[src/logic/pmic_seq_pkg.sv]
// Purpose: shared constants and types for the power handshake sequencer
// Assumes: one 250 MHz core clock
// Notes: rails are ordered by start slot, slot 0 means all rails off
package pmic_seq_pkg;

  localparam longint CLK_HZ = 250_000_000;
  localparam int RAIL_COUNT = 6;
  localparam int SLOT_W = 3;
  localparam logic [SLOT_W-1:0] SLOT_LAST = 3'h5;
  // start slot of each sequenced rail, three bits per rail, rail 0 lowest
  localparam logic [RAIL_COUNT*SLOT_W-1:0] RAIL_SLOT = 18'h2_D8D1;

  // long hold on the button, in seconds
  localparam longint LONG_PRESS_S = 8;
  localparam longint LONG_PRESS_CYCLES = LONG_PRESS_S * CLK_HZ;
  // button must stay stable this long, in milliseconds
  localparam longint DEBOUNCE_MS = 20;
  localparam longint DEBOUNCE_CYCLES = (DEBOUNCE_MS * CLK_HZ) / 1000;
  // wake output pulse width, in nanoseconds
  localparam longint WAKE_PULSE_NS = 1000;
  localparam logic [15:0] WAKE_CYCLES =
    16'((WAKE_PULSE_NS * CLK_HZ) / 1_000_000_000);
  localparam logic [5:0] VSEL_RESET = 6'h00;

  typedef enum logic [2:0] {
    ST_NOINPUT,
    ST_STANDBY,
    ST_POWERUP,
    ST_ON,
    ST_DROP,
    ST_POWERDOWN,
    ST_OFF
  } pwr_state_t;

  typedef struct packed {
    logic dc;
    logic usb;
    logic present;
  } src_t;

  typedef struct packed {
    logic up_done;
    logic down_done;
  } seq_stat_t;

  // rails whose start slot is at or below the given slot
  function automatic logic [RAIL_COUNT-1:0] rails_upto(
    input logic [SLOT_W-1:0] slot);
    logic [RAIL_COUNT-1:0] mask;
    mask = '0;
    for (int i = 0; i < RAIL_COUNT; i++) begin
      mask[i] = (RAIL_SLOT[i*SLOT_W +: SLOT_W] <= slot);
    end
    return mask;
  endfunction

endpackage

[src/logic/pmic_button_filter.sv]
// Purpose: synchronise and debounce the active low power button
// Assumes: button pin is asynchronous to the core clock
// Notes: pressed is a one-cycle pulse on the filtered falling edge of the pin
`timescale 1ns/10ps
`default_nettype none
module pmic_button_filter #(
  parameter int unsigned STABLE_CYCLES = 32'h004C_4B40
) (
  input wire logic clk,
  input wire logic rst_n,
  input wire logic button_n,
  output logic held,
  output logic pressed
);
  logic meta_n;
  logic sync_n;
  logic [31:0] count;
  logic [31:0] next_count;
  logic next_held;

  always_ff @(posedge clk or negedge rst_n) begin
    if (!rst_n) begin
      meta_n <= 1'b1;
      sync_n <= 1'b1;
    end else begin
      meta_n <= button_n;
      sync_n <= meta_n;
    end
  end

  // restart the count whenever the synced level matches held
  always_comb begin
    next_count = 32'h0000_0000;
    next_held = held;
    if (!sync_n != held) begin
      if (count >= STABLE_CYCLES - 32'h0000_0001) begin
        next_held = !sync_n;
      end else begin
        next_count = count + 32'h0000_0001;
      end
    end
  end

  always_ff @(posedge clk or negedge rst_n) begin
    if (!rst_n) begin
      count <= 32'h0000_0000;
      held <= 1'b0;
    end else begin
      count <= next_count;
      held <= next_held;
    end
  end

  assign pressed = next_held && !held;
endmodule
`default_nettype wire

[src/logic/pmic_rail_sequencer.sv]
// Purpose: steps sequenced rails on by slot and off in reverse
// Assumes: rail good inputs are regulator comparators, asynchronous
// Notes: each slot waits for its rails to report good before the next
`timescale 1ns/10ps
`default_nettype none
module pmic_rail_sequencer (
  input wire logic clk,
  input wire logic rst_n,
  input wire logic go_up,
  input wire logic go_down,
  input wire logic [pmic_seq_pkg::RAIL_COUNT-1:0] rail_good,
  output logic [pmic_seq_pkg::RAIL_COUNT-1:0] rail_en,
  output var pmic_seq_pkg::seq_stat_t status
);
  logic [pmic_seq_pkg::RAIL_COUNT-1:0] good_meta;
  logic [pmic_seq_pkg::RAIL_COUNT-1:0] good;
  logic [pmic_seq_pkg::SLOT_W-1:0] slot;
  logic [pmic_seq_pkg::SLOT_W-1:0] next_slot;
  logic [pmic_seq_pkg::RAIL_COUNT-1:0] mask;

  always_ff @(posedge clk or negedge rst_n) begin
    if (!rst_n) begin
      good_meta <= '0;
      good <= '0;
    end else begin
      good_meta <= rail_good;
      good <= good_meta;
    end
  end

  assign mask = pmic_seq_pkg::rails_upto(slot);

  always_comb begin
    next_slot = slot;
    if (go_down) begin
      if (slot != '0 && (good & ~mask) == '0) begin
        next_slot = slot - 3'h1;
      end
    end else if (go_up) begin
      if (slot != pmic_seq_pkg::SLOT_LAST && (good & mask) == mask) begin
        next_slot = slot + 3'h1;
      end
    end
  end

  always_ff @(posedge clk or negedge rst_n) begin
    if (!rst_n) begin
      slot <= '0;
      rail_en <= '0;
    end else begin
      slot <= next_slot;
      rail_en <= pmic_seq_pkg::rails_upto(next_slot);
    end
  end

  assign status.up_done = (slot == pmic_seq_pkg::SLOT_LAST) &&
                          (good == rail_en);
  assign status.down_done = (slot == '0) && (good == '0);
endmodule
`default_nettype wire

[src/logic/pmic_power_handshake_sequencer.sv]
// Purpose: source select, power button and power handshake with the host
// Assumes: software controls arrive from the serial port logic on CORE_CLK
// Notes: pins from outside pass two flip-flops before use
// Summary of operation
// DC input wins whenever both are present
// report DC or USB, accept source config
// button press raises the interrupt
// host drops enable request to power down
// after power off, button press restarts power up
// hold over 8 s shuts down, LED off
// still held after shutdown, power back up
// RTC rail comes up before all others
// RTC rail stays on while off with input
// RTC good output once RTC rail stable
// host raises enable request to start power up
// all rails good output after full power up
// wake output pulses on button press
// software rail switching and voltage select accepted
// only RTC regulator starts at input power
// interrupt output is open drain
// button synchronised and debounced before use
// all rails good drops before rails turn off
`timescale 1ns/10ps
`default_nettype none
module pmic_power_handshake_sequencer #(
  parameter int unsigned LONG_PRESS_CYCLES =
    32'(pmic_seq_pkg::LONG_PRESS_CYCLES),
  parameter int unsigned DEBOUNCE_CYCLES =
    32'(pmic_seq_pkg::DEBOUNCE_CYCLES)
) (
  input wire logic CORE_CLK,
  input wire logic RESETN,
  input wire logic DC_PRESENT,
  input wire logic USB_PRESENT,
  input wire logic USB_INPUT_DISABLE,
  input wire logic BUTTON_N,
  input wire logic POWER_ENABLE_REQUEST_PIN,
  input wire logic RTC_REGULATOR_GOOD,
  input wire logic [pmic_seq_pkg::RAIL_COUNT-1:0] RAIL_GOOD,
  input wire logic IRQ_ACK,
  input wire logic [pmic_seq_pkg::RAIL_COUNT-1:0] SW_RAIL_OFF,
  input wire logic [5:0] MPU_VSEL_REQ,
  output logic SOURCE_SELECT_DC,
  output logic SOURCE_SELECT_USB,
  output logic SOURCE_IS_DC,
  output logic ALWAYS_ON_RAIL_EN,
  output logic [pmic_seq_pkg::RAIL_COUNT-1:0] RAIL_EN,
  output logic RTC_A,
  output logic ALL_RAILS_GOOD,
  output logic EXTERNAL_WAKE_INPUT,
  output logic POWER_EVENT_IRQ_O,
  output logic POWER_EVENT_IRQ_OE,
  output logic IRQ_PENDING,
  output logic POWER_LED,
  output logic [5:0] MPU_VSEL
);
  logic rst_meta_n;
  logic rst_n;
  logic [3:0] pin_meta;
  logic [3:0] pin_sync;
  logic dc_sync;
  logic usb_sync;
  logic req_sync;
  logic rtc_good_sync;
  pmic_seq_pkg::src_t src;
  pmic_seq_pkg::src_t next_src;
  pmic_seq_pkg::pwr_state_t state;
  pmic_seq_pkg::pwr_state_t next_state;
  pmic_seq_pkg::seq_stat_t seq_stat;
  logic [pmic_seq_pkg::RAIL_COUNT-1:0] seq_en;
  logic [pmic_seq_pkg::RAIL_COUNT-1:0] next_rail_en;
  logic held;
  logic pressed;
  logic long_flag;
  logic next_long_flag;
  logic [31:0] hold_count;
  logic [31:0] next_hold_count;
  logic long_hit;
  logic irq;
  logic next_irq;
  logic [15:0] wake_count;
  logic [15:0] next_wake_count;
  logic next_rtc_en;
  logic next_rtc_a;
  logic next_all_good;
  logic [5:0] next_vsel;

  // reset release through two flip-flops
  always_ff @(posedge CORE_CLK or negedge RESETN) begin
    if (!RESETN) begin
      rst_meta_n <= 1'b0;
      rst_n <= 1'b0;
    end else begin
      rst_meta_n <= 1'b1;
      rst_n <= rst_meta_n;
    end
  end

  always_ff @(posedge CORE_CLK or negedge rst_n) begin
    if (!rst_n) begin
      pin_meta <= 4'h0;
      pin_sync <= 4'h0;
    end else begin
      pin_meta <= {DC_PRESENT, USB_PRESENT, POWER_ENABLE_REQUEST_PIN,
                   RTC_REGULATOR_GOOD};
      pin_sync <= pin_meta;
    end
  end

  assign dc_sync = pin_sync[3];
  assign usb_sync = pin_sync[2];
  assign req_sync = pin_sync[1];
  assign rtc_good_sync = pin_sync[0];

  pmic_button_filter #(
    .STABLE_CYCLES(DEBOUNCE_CYCLES)
  ) u_button (
    .clk(CORE_CLK),
    .rst_n(rst_n),
    .button_n(BUTTON_N),
    .held(held),
    .pressed(pressed)
  );

  pmic_rail_sequencer u_rails (
    .clk(CORE_CLK),
    .rst_n(rst_n),
    .go_up(state == pmic_seq_pkg::ST_POWERUP ||
           state == pmic_seq_pkg::ST_ON),
    .go_down(state == pmic_seq_pkg::ST_POWERDOWN ||
             state == pmic_seq_pkg::ST_NOINPUT),
    .rail_good(RAIL_GOOD),
    .rail_en(seq_en),
    .status(seq_stat)
  );

  // source selection, DC has priority
  always_comb begin
    next_src.dc = dc_sync;
    next_src.usb = usb_sync && !dc_sync && !USB_INPUT_DISABLE;
    next_src.present = next_src.dc || next_src.usb;
  end

  assign long_hit = held && (hold_count == LONG_PRESS_CYCLES - 32'h1);

  // main power state machine
  always_comb begin
    next_state = state;
    next_long_flag = long_flag;
    case (state)
      pmic_seq_pkg::ST_NOINPUT: begin
        next_long_flag = 1'b0;
        if (src.present) begin
          next_state = pmic_seq_pkg::ST_STANDBY;
        end
      end
      pmic_seq_pkg::ST_STANDBY: begin
        if (req_sync && RTC_A) begin
          next_state = pmic_seq_pkg::ST_POWERUP;
        end
      end
      pmic_seq_pkg::ST_POWERUP, pmic_seq_pkg::ST_ON: begin
        if (long_hit) begin
          next_long_flag = 1'b1;
          next_state = pmic_seq_pkg::ST_DROP;
        end else if (!req_sync) begin
          next_state = pmic_seq_pkg::ST_DROP;
        end else if (seq_stat.up_done) begin
          next_state = pmic_seq_pkg::ST_ON;
        end
      end
      pmic_seq_pkg::ST_DROP: begin
        next_state = pmic_seq_pkg::ST_POWERDOWN;
      end
      pmic_seq_pkg::ST_POWERDOWN: begin
        if (seq_stat.down_done) begin
          next_long_flag = 1'b0;
          if (long_flag && held) begin
            next_state = pmic_seq_pkg::ST_STANDBY;
          end else begin
            next_state = pmic_seq_pkg::ST_OFF;
          end
        end
      end
      pmic_seq_pkg::ST_OFF: begin
        if (pressed) begin
          next_state = pmic_seq_pkg::ST_STANDBY;
        end
      end
      default: begin
        next_state = pmic_seq_pkg::ST_NOINPUT;
      end
    endcase
    if (!src.present) begin
      next_state = pmic_seq_pkg::ST_NOINPUT;
    end
  end

  // hold timer, interrupt, wake and outputs
  always_comb begin
    next_hold_count = 32'h0000_0000;
    if (held && (state == pmic_seq_pkg::ST_ON ||
                 state == pmic_seq_pkg::ST_POWERUP) && !long_hit) begin
      next_hold_count = hold_count + 32'h0000_0001;
    end
    next_irq = pressed || (irq && !IRQ_ACK);
    next_wake_count = (wake_count != 16'h0000) ?
                      wake_count - 16'h0001 : 16'h0000;
    if (pressed) begin
      next_wake_count = pmic_seq_pkg::WAKE_CYCLES;
    end
    // rtc rail stays on until the last sequenced rail drops on input loss
    next_rtc_en = src.present || (seq_en != '0);
    next_rtc_a = ALWAYS_ON_RAIL_EN && rtc_good_sync;
    next_all_good = (state == pmic_seq_pkg::ST_ON) &&
                    (next_state == pmic_seq_pkg::ST_ON);
    next_rail_en = seq_en;
    next_vsel = MPU_VSEL;
    if (state == pmic_seq_pkg::ST_ON) begin
      next_rail_en = seq_en & ~SW_RAIL_OFF;
      next_vsel = MPU_VSEL_REQ;
    end
  end

  always_ff @(posedge CORE_CLK or negedge rst_n) begin
    if (!rst_n) begin
      src <= '0;
      state <= pmic_seq_pkg::ST_NOINPUT;
      long_flag <= 1'b0;
      hold_count <= 32'h0000_0000;
      irq <= 1'b0;
      wake_count <= 16'h0000;
      ALWAYS_ON_RAIL_EN <= 1'b0;
      RTC_A <= 1'b0;
      ALL_RAILS_GOOD <= 1'b0;
      RAIL_EN <= '0;
      MPU_VSEL <= pmic_seq_pkg::VSEL_RESET;
    end else begin
      src <= next_src;
      state <= next_state;
      long_flag <= next_long_flag;
      hold_count <= next_hold_count;
      irq <= next_irq;
      wake_count <= next_wake_count;
      ALWAYS_ON_RAIL_EN <= next_rtc_en;
      RTC_A <= next_rtc_a;
      ALL_RAILS_GOOD <= next_all_good;
      RAIL_EN <= next_rail_en;
      MPU_VSEL <= next_vsel;
    end
  end

  assign SOURCE_SELECT_DC = src.dc;
  assign SOURCE_SELECT_USB = src.usb;
  assign SOURCE_IS_DC = src.dc;
  assign EXTERNAL_WAKE_INPUT = (wake_count != 16'h0000);
  assign POWER_EVENT_IRQ_O = 1'b0;
  assign POWER_EVENT_IRQ_OE = irq;
  assign IRQ_PENDING = irq;
  assign POWER_LED = ALL_RAILS_GOOD;
endmodule
`default_nettype wire

[config.mk]
export PLATFORM = sky130hd
export DESIGN_NAME = pmic_power_handshake_sequencer
export DESIGN_NICKNAME = d
export VERILOG_FILES = /design/src/logic/pmic_seq_pkg.sv /design/src/logic/pmic_button_filter.sv /design/src/logic/pmic_rail_sequencer.sv /design/src/logic/pmic_power_handshake_sequencer.sv
export SDC_FILE = /design/constraint.sdc
export NUM_CORES = 1
export LEC_CHECK = 0
export BUFFER_PORTS_ARGS = -buffer_cell sky130_fd_sc_hd__buf_4
export CAP_MARGIN = 30
export CORE_ASPECT_RATIO = 0.9
export CORE_MARGIN = 1.5
export CORE_UTILIZATION = 35
export CTS_CLUSTER_DIAMETER = 40
export DETAILED_ROUTE_END_ITERATION = 10
export PLACE_DENSITY = 0.56
export RECOVER_POWER = 100
export SLEW_MARGIN = 5
export SYNTH_ARGS = -nofsm -noshare
export SYNTH_HDL_FRONTEND = slang
export SYNTH_SLANG_ARGS = --single-unit
[constraint.sdc]
create_clock -name CORE_CLK -period 4.4 [get_ports CORE_CLK]
set_clock_uncertainty 0.15 [all_clocks]
set_input_delay 0.22 -clock CORE_CLK [delete_from_list [all_inputs] [get_ports CORE_CLK]]
set_output_delay 0.22 -clock CORE_CLK [all_outputs]
set_load 0.01 [all_outputs]
==> impl_metrics.csv <==
group,metric,value,unit
run_status,outcome,"finished with violations",
run_status,violations,"max-capacitance violations, max-slew violations",
power,ir_worst_vdd,0.000275,V
critical_path,critPathKind,"reg -> reg",
final_layout,finalInstanceArea,7450,µm²
timing,maxSlewViolCount,74,
floorplan,rows,45,
final_layout,final_nets,702,
global_routing,grt_usage,15.4,%
final_layout,layout-drive-gt1-share,10.4,%
logic_synthesis,synth_edf_count,0,
timing,slew_headroom,-70.6,%
global_routing,grt_pass1_vias,4590,
critical_path,cpMaxStageDelayCell,"a2111oi_0",
logic_synthesis,syn_avg_cell_area,10.6,µm²
clock_network,post_cts_buffers,0,
timing,hold_violations,0,
critical_path,path_delay_family,"compound AO/OA/AOI/OAI gates",
clock_network,clkTransAtPathRegs,0.07,ns
clock_network,max-clock-path-buffers,2,
logic_synthesis,synth.distinct_cells,56,
logic_synthesis,yosysWarnings,0,
critical_path,worstPathMaxFanout,14,
drt,viasPerCell,4.85,
critical_path,cp-end-kind,"flip-flop",
clock_network,holdBufCountCts,27,
clock_network,clk_latency,0.43,ns
floorplan,dieArea,18300,µm²
timing,period_needed,3.63,ns
final_layout,syn_to_final_growth,22.0,%
hold_path,min-delay-path-class,"reg -> reg",
global_routing,gr-total-overflow,0,
power,leakage,3.04,nW
clock_network,cts_root_buffer,"clkbuf_16",
final_layout,num_antenna_cells,0,
job,max_cap_viol_count,3,
critical_path,critPathArrivalTime,3.77,ns
timing,tightest_slew,2.56,ns
critical_path,required,4.54,ns
drt,drtIter0Drc,324,
power,power,3.36,mW
logic_synthesis,ys_seq_area_share,55.7,%
drt,drtAntennaViolNets,0,
timing,setup_violations,0,
timing,layout_worst_path_cycle_share,82.5,%
drt,vias,4441,
timing,setup_tns,0,ns
place,gp_congestion,0.818,
floorplan,start_util,35.9,%
place,place_area,6760,µm²
place,dp_hpwl,8270,µm
logic_synthesis,ys_seq_elements,136,
clock_network,cts_tree,"yes",
logic_synthesis,synthArstFlopShare,100,%
logic_synthesis,synth-main-ff-cell,"dfrtp_1",
clock_network,htreeDepth,4,
global_routing,antenna_found_initial,0,
floorplan,fp.dieW,142,µm
timing,holdWs,0.199,ns
place,port_buffers,48,
clock_network,numCtsBuffers,17,
critical_path,max_stage_delay,1.42,ns
drt,avgRoutedWirePerCell,13.6,µm
clock_network,clock_sink_count,136,
global_routing,grt_max_degree,66,
power,power_density,451,nW/µm²
global_routing,grt_pass1_wl,22100,µm
drt,remaining_drc_errors,0,
floorplan,core_area,17000,µm²
timing,fmax,275,MHz
logic_synthesis,mappedNetlistArea,6110,µm²
critical_path,crit_buf_inv,1,
floorplan,die-height,128,µm
timing,rsz0062_at_grt,"false",
critical_path,cp_cell_sequence,"inv_1, ha_1, a2111o_1, a2111oi_0, a22o_1, o22ai_1",
critical_path,worstSetupStartpointType,"flip-flop",
logic_synthesis,syn_inst,578,
floorplan,ios,50,
clock_network,cts_resized,0,
drt,wirelength,12500,µm
drt,dr.pass1.iters,4,
-- routing by layer --
layer	share of wire (%)	global-route usage (%)
met4	1.8	6.31
met3	4.7	4.84
met1	47	20.0
met5	0	0
met2	46	24.2
-- cells in the mapped netlist (6+ instances only) --
cell	instances	share of area [%]
a21boi_0	6	0.74
a21oi_1	6	0.49
and3_1	7	0.72
buf_2	6	0.49
clkbuf_1	9	0.55
dfrtp_1	134	55
ha_1	8	1.6
inv_1	21	1.3
nand2_1	47	2.9
nand3_1	27	2.2
nand4_1	11	1.1
nor2_1	84	5.2
nor3_1	26	2.1
nor3b_1	6	0.74
nor4_1	14	1.4
o21ai_0	10	0.82
or3_1	6	0.61
or4_1	7	0.86
xnor2_1	41	5.9
xor2_1	29	4.2
-- kinds of logic (layout without fill, tap and decap cells) --
logic type / count (synthesis) / count (layout) / synth area share [%]
other cells: 2 / 11 / 0.123
fa+ha+maj: 8 / 8 / 1.64
flops: 136 / 136 / 55.7
xor+xnor: 70 / 70 / 10.0
simple gates: 262 / 262 / 21.5
buf+inv: 41 / 134 / 2.95
compound gates: 57 / 57 / 7.68
mux: 2 / 2 / 0.328
-- metrics by stage --
stage | util [%] | worst slack (ns) | std cells
2_1_floorplan | - | 0.184 | 587
3_3_place_gp | 39.6 | 1.50 | 854
3_5_place_dp | 39.8 | 1.50 | 856
4_1_cts | 44.7 | 1.05 | 915
5_1_grt | 43.8 | 0.550 | 915
6_report | 43.8 | 0.768 | 915
-- layout make-up --
class                   count  area, µm²
well taps                 235        294
inverters                  21       78.8
clock buffers              17        425
flip-flops and latches    136       3410
clock inverters            15        150
multi-input cells         410       2520
fillers                  1647       9550
repair buffers             81        581
-- worst reg2reg max path, cell delays in order (launching register included) --
cell	delay, ns
dfrtp_1	0.64
inv_1	0.19
ha_1	0.29
a2111o_1	0.36
a2111oi_0	1.42
a22o_1	0.34
o22ai_1	0.10
-- placed cells by master (no fill, tap or decap), types with 10 or more instances in the layout --
cell type | Yosys | layout
clkbuf_16 | 0 | 17
inv_1 | 21 | 21
nand2_1 | 47 | 47
nor2_1 | 84 | 84
nand4_1 | 11 | 11
clkbuf_1 | 9 | 24
conb_1 | 2 | 11
xnor2_1 | 41 | 41
nor4_1 | 14 | 15
dlygate4sd3_1 | 0 | 27
nor3_1 | 26 | 26
buf_4 | 5 | 15
clkbuf_4 | 0 | 13
dfrtp_1 | 134 | 134
o21ai_0 | 10 | 10
xor2_1 | 29 | 29
nand3_1 | 27 | 27
-- flip-flops by register name, summed over array words and instances, names as in the netlist, 5 cells and up --
register           flops
hold_count            32
u_button.count        32
wake_count            16
MPU_VSEL               6
RAIL_EN                6
u_rails.good           6
u_rails.good_meta      6
u_rails.rail_en        5
-- report_power, final --
group | switching (mW) | total [mW] | leakage [nW] | internal, mW
registers | 0.138 | 1.52 | 1.72 | 1.38
clock network | 0.630 | 1.39 | 0.288 | 0.759
logic | 0.260 | 0.459 | 1.03 | 0.200
total | 1.03 | 3.36 | 3.04 | 2.34
-- path summary, 6_finish.rpt --
kind                            startpoint            endpoint  slack, ns  depth (start not counted)
max                        u_rails.slot[0]  u_rails.rail_en[0]       0.77                          6
min                            pin_meta[3]         pin_sync[3]       0.20                          0
max reg2reg                u_rails.slot[0]  u_rails.rail_en[0]       0.77                          6
min reg2reg                    pin_meta[3]         pin_sync[3]       0.20                          0
max in group asynchronous            rst_n   u_button.count[3]       1.44                          1
min in group asynchronous           RESETN          rst_meta_n       0.52                          3
Note: power is estimated with default switching activity, not from simulation.
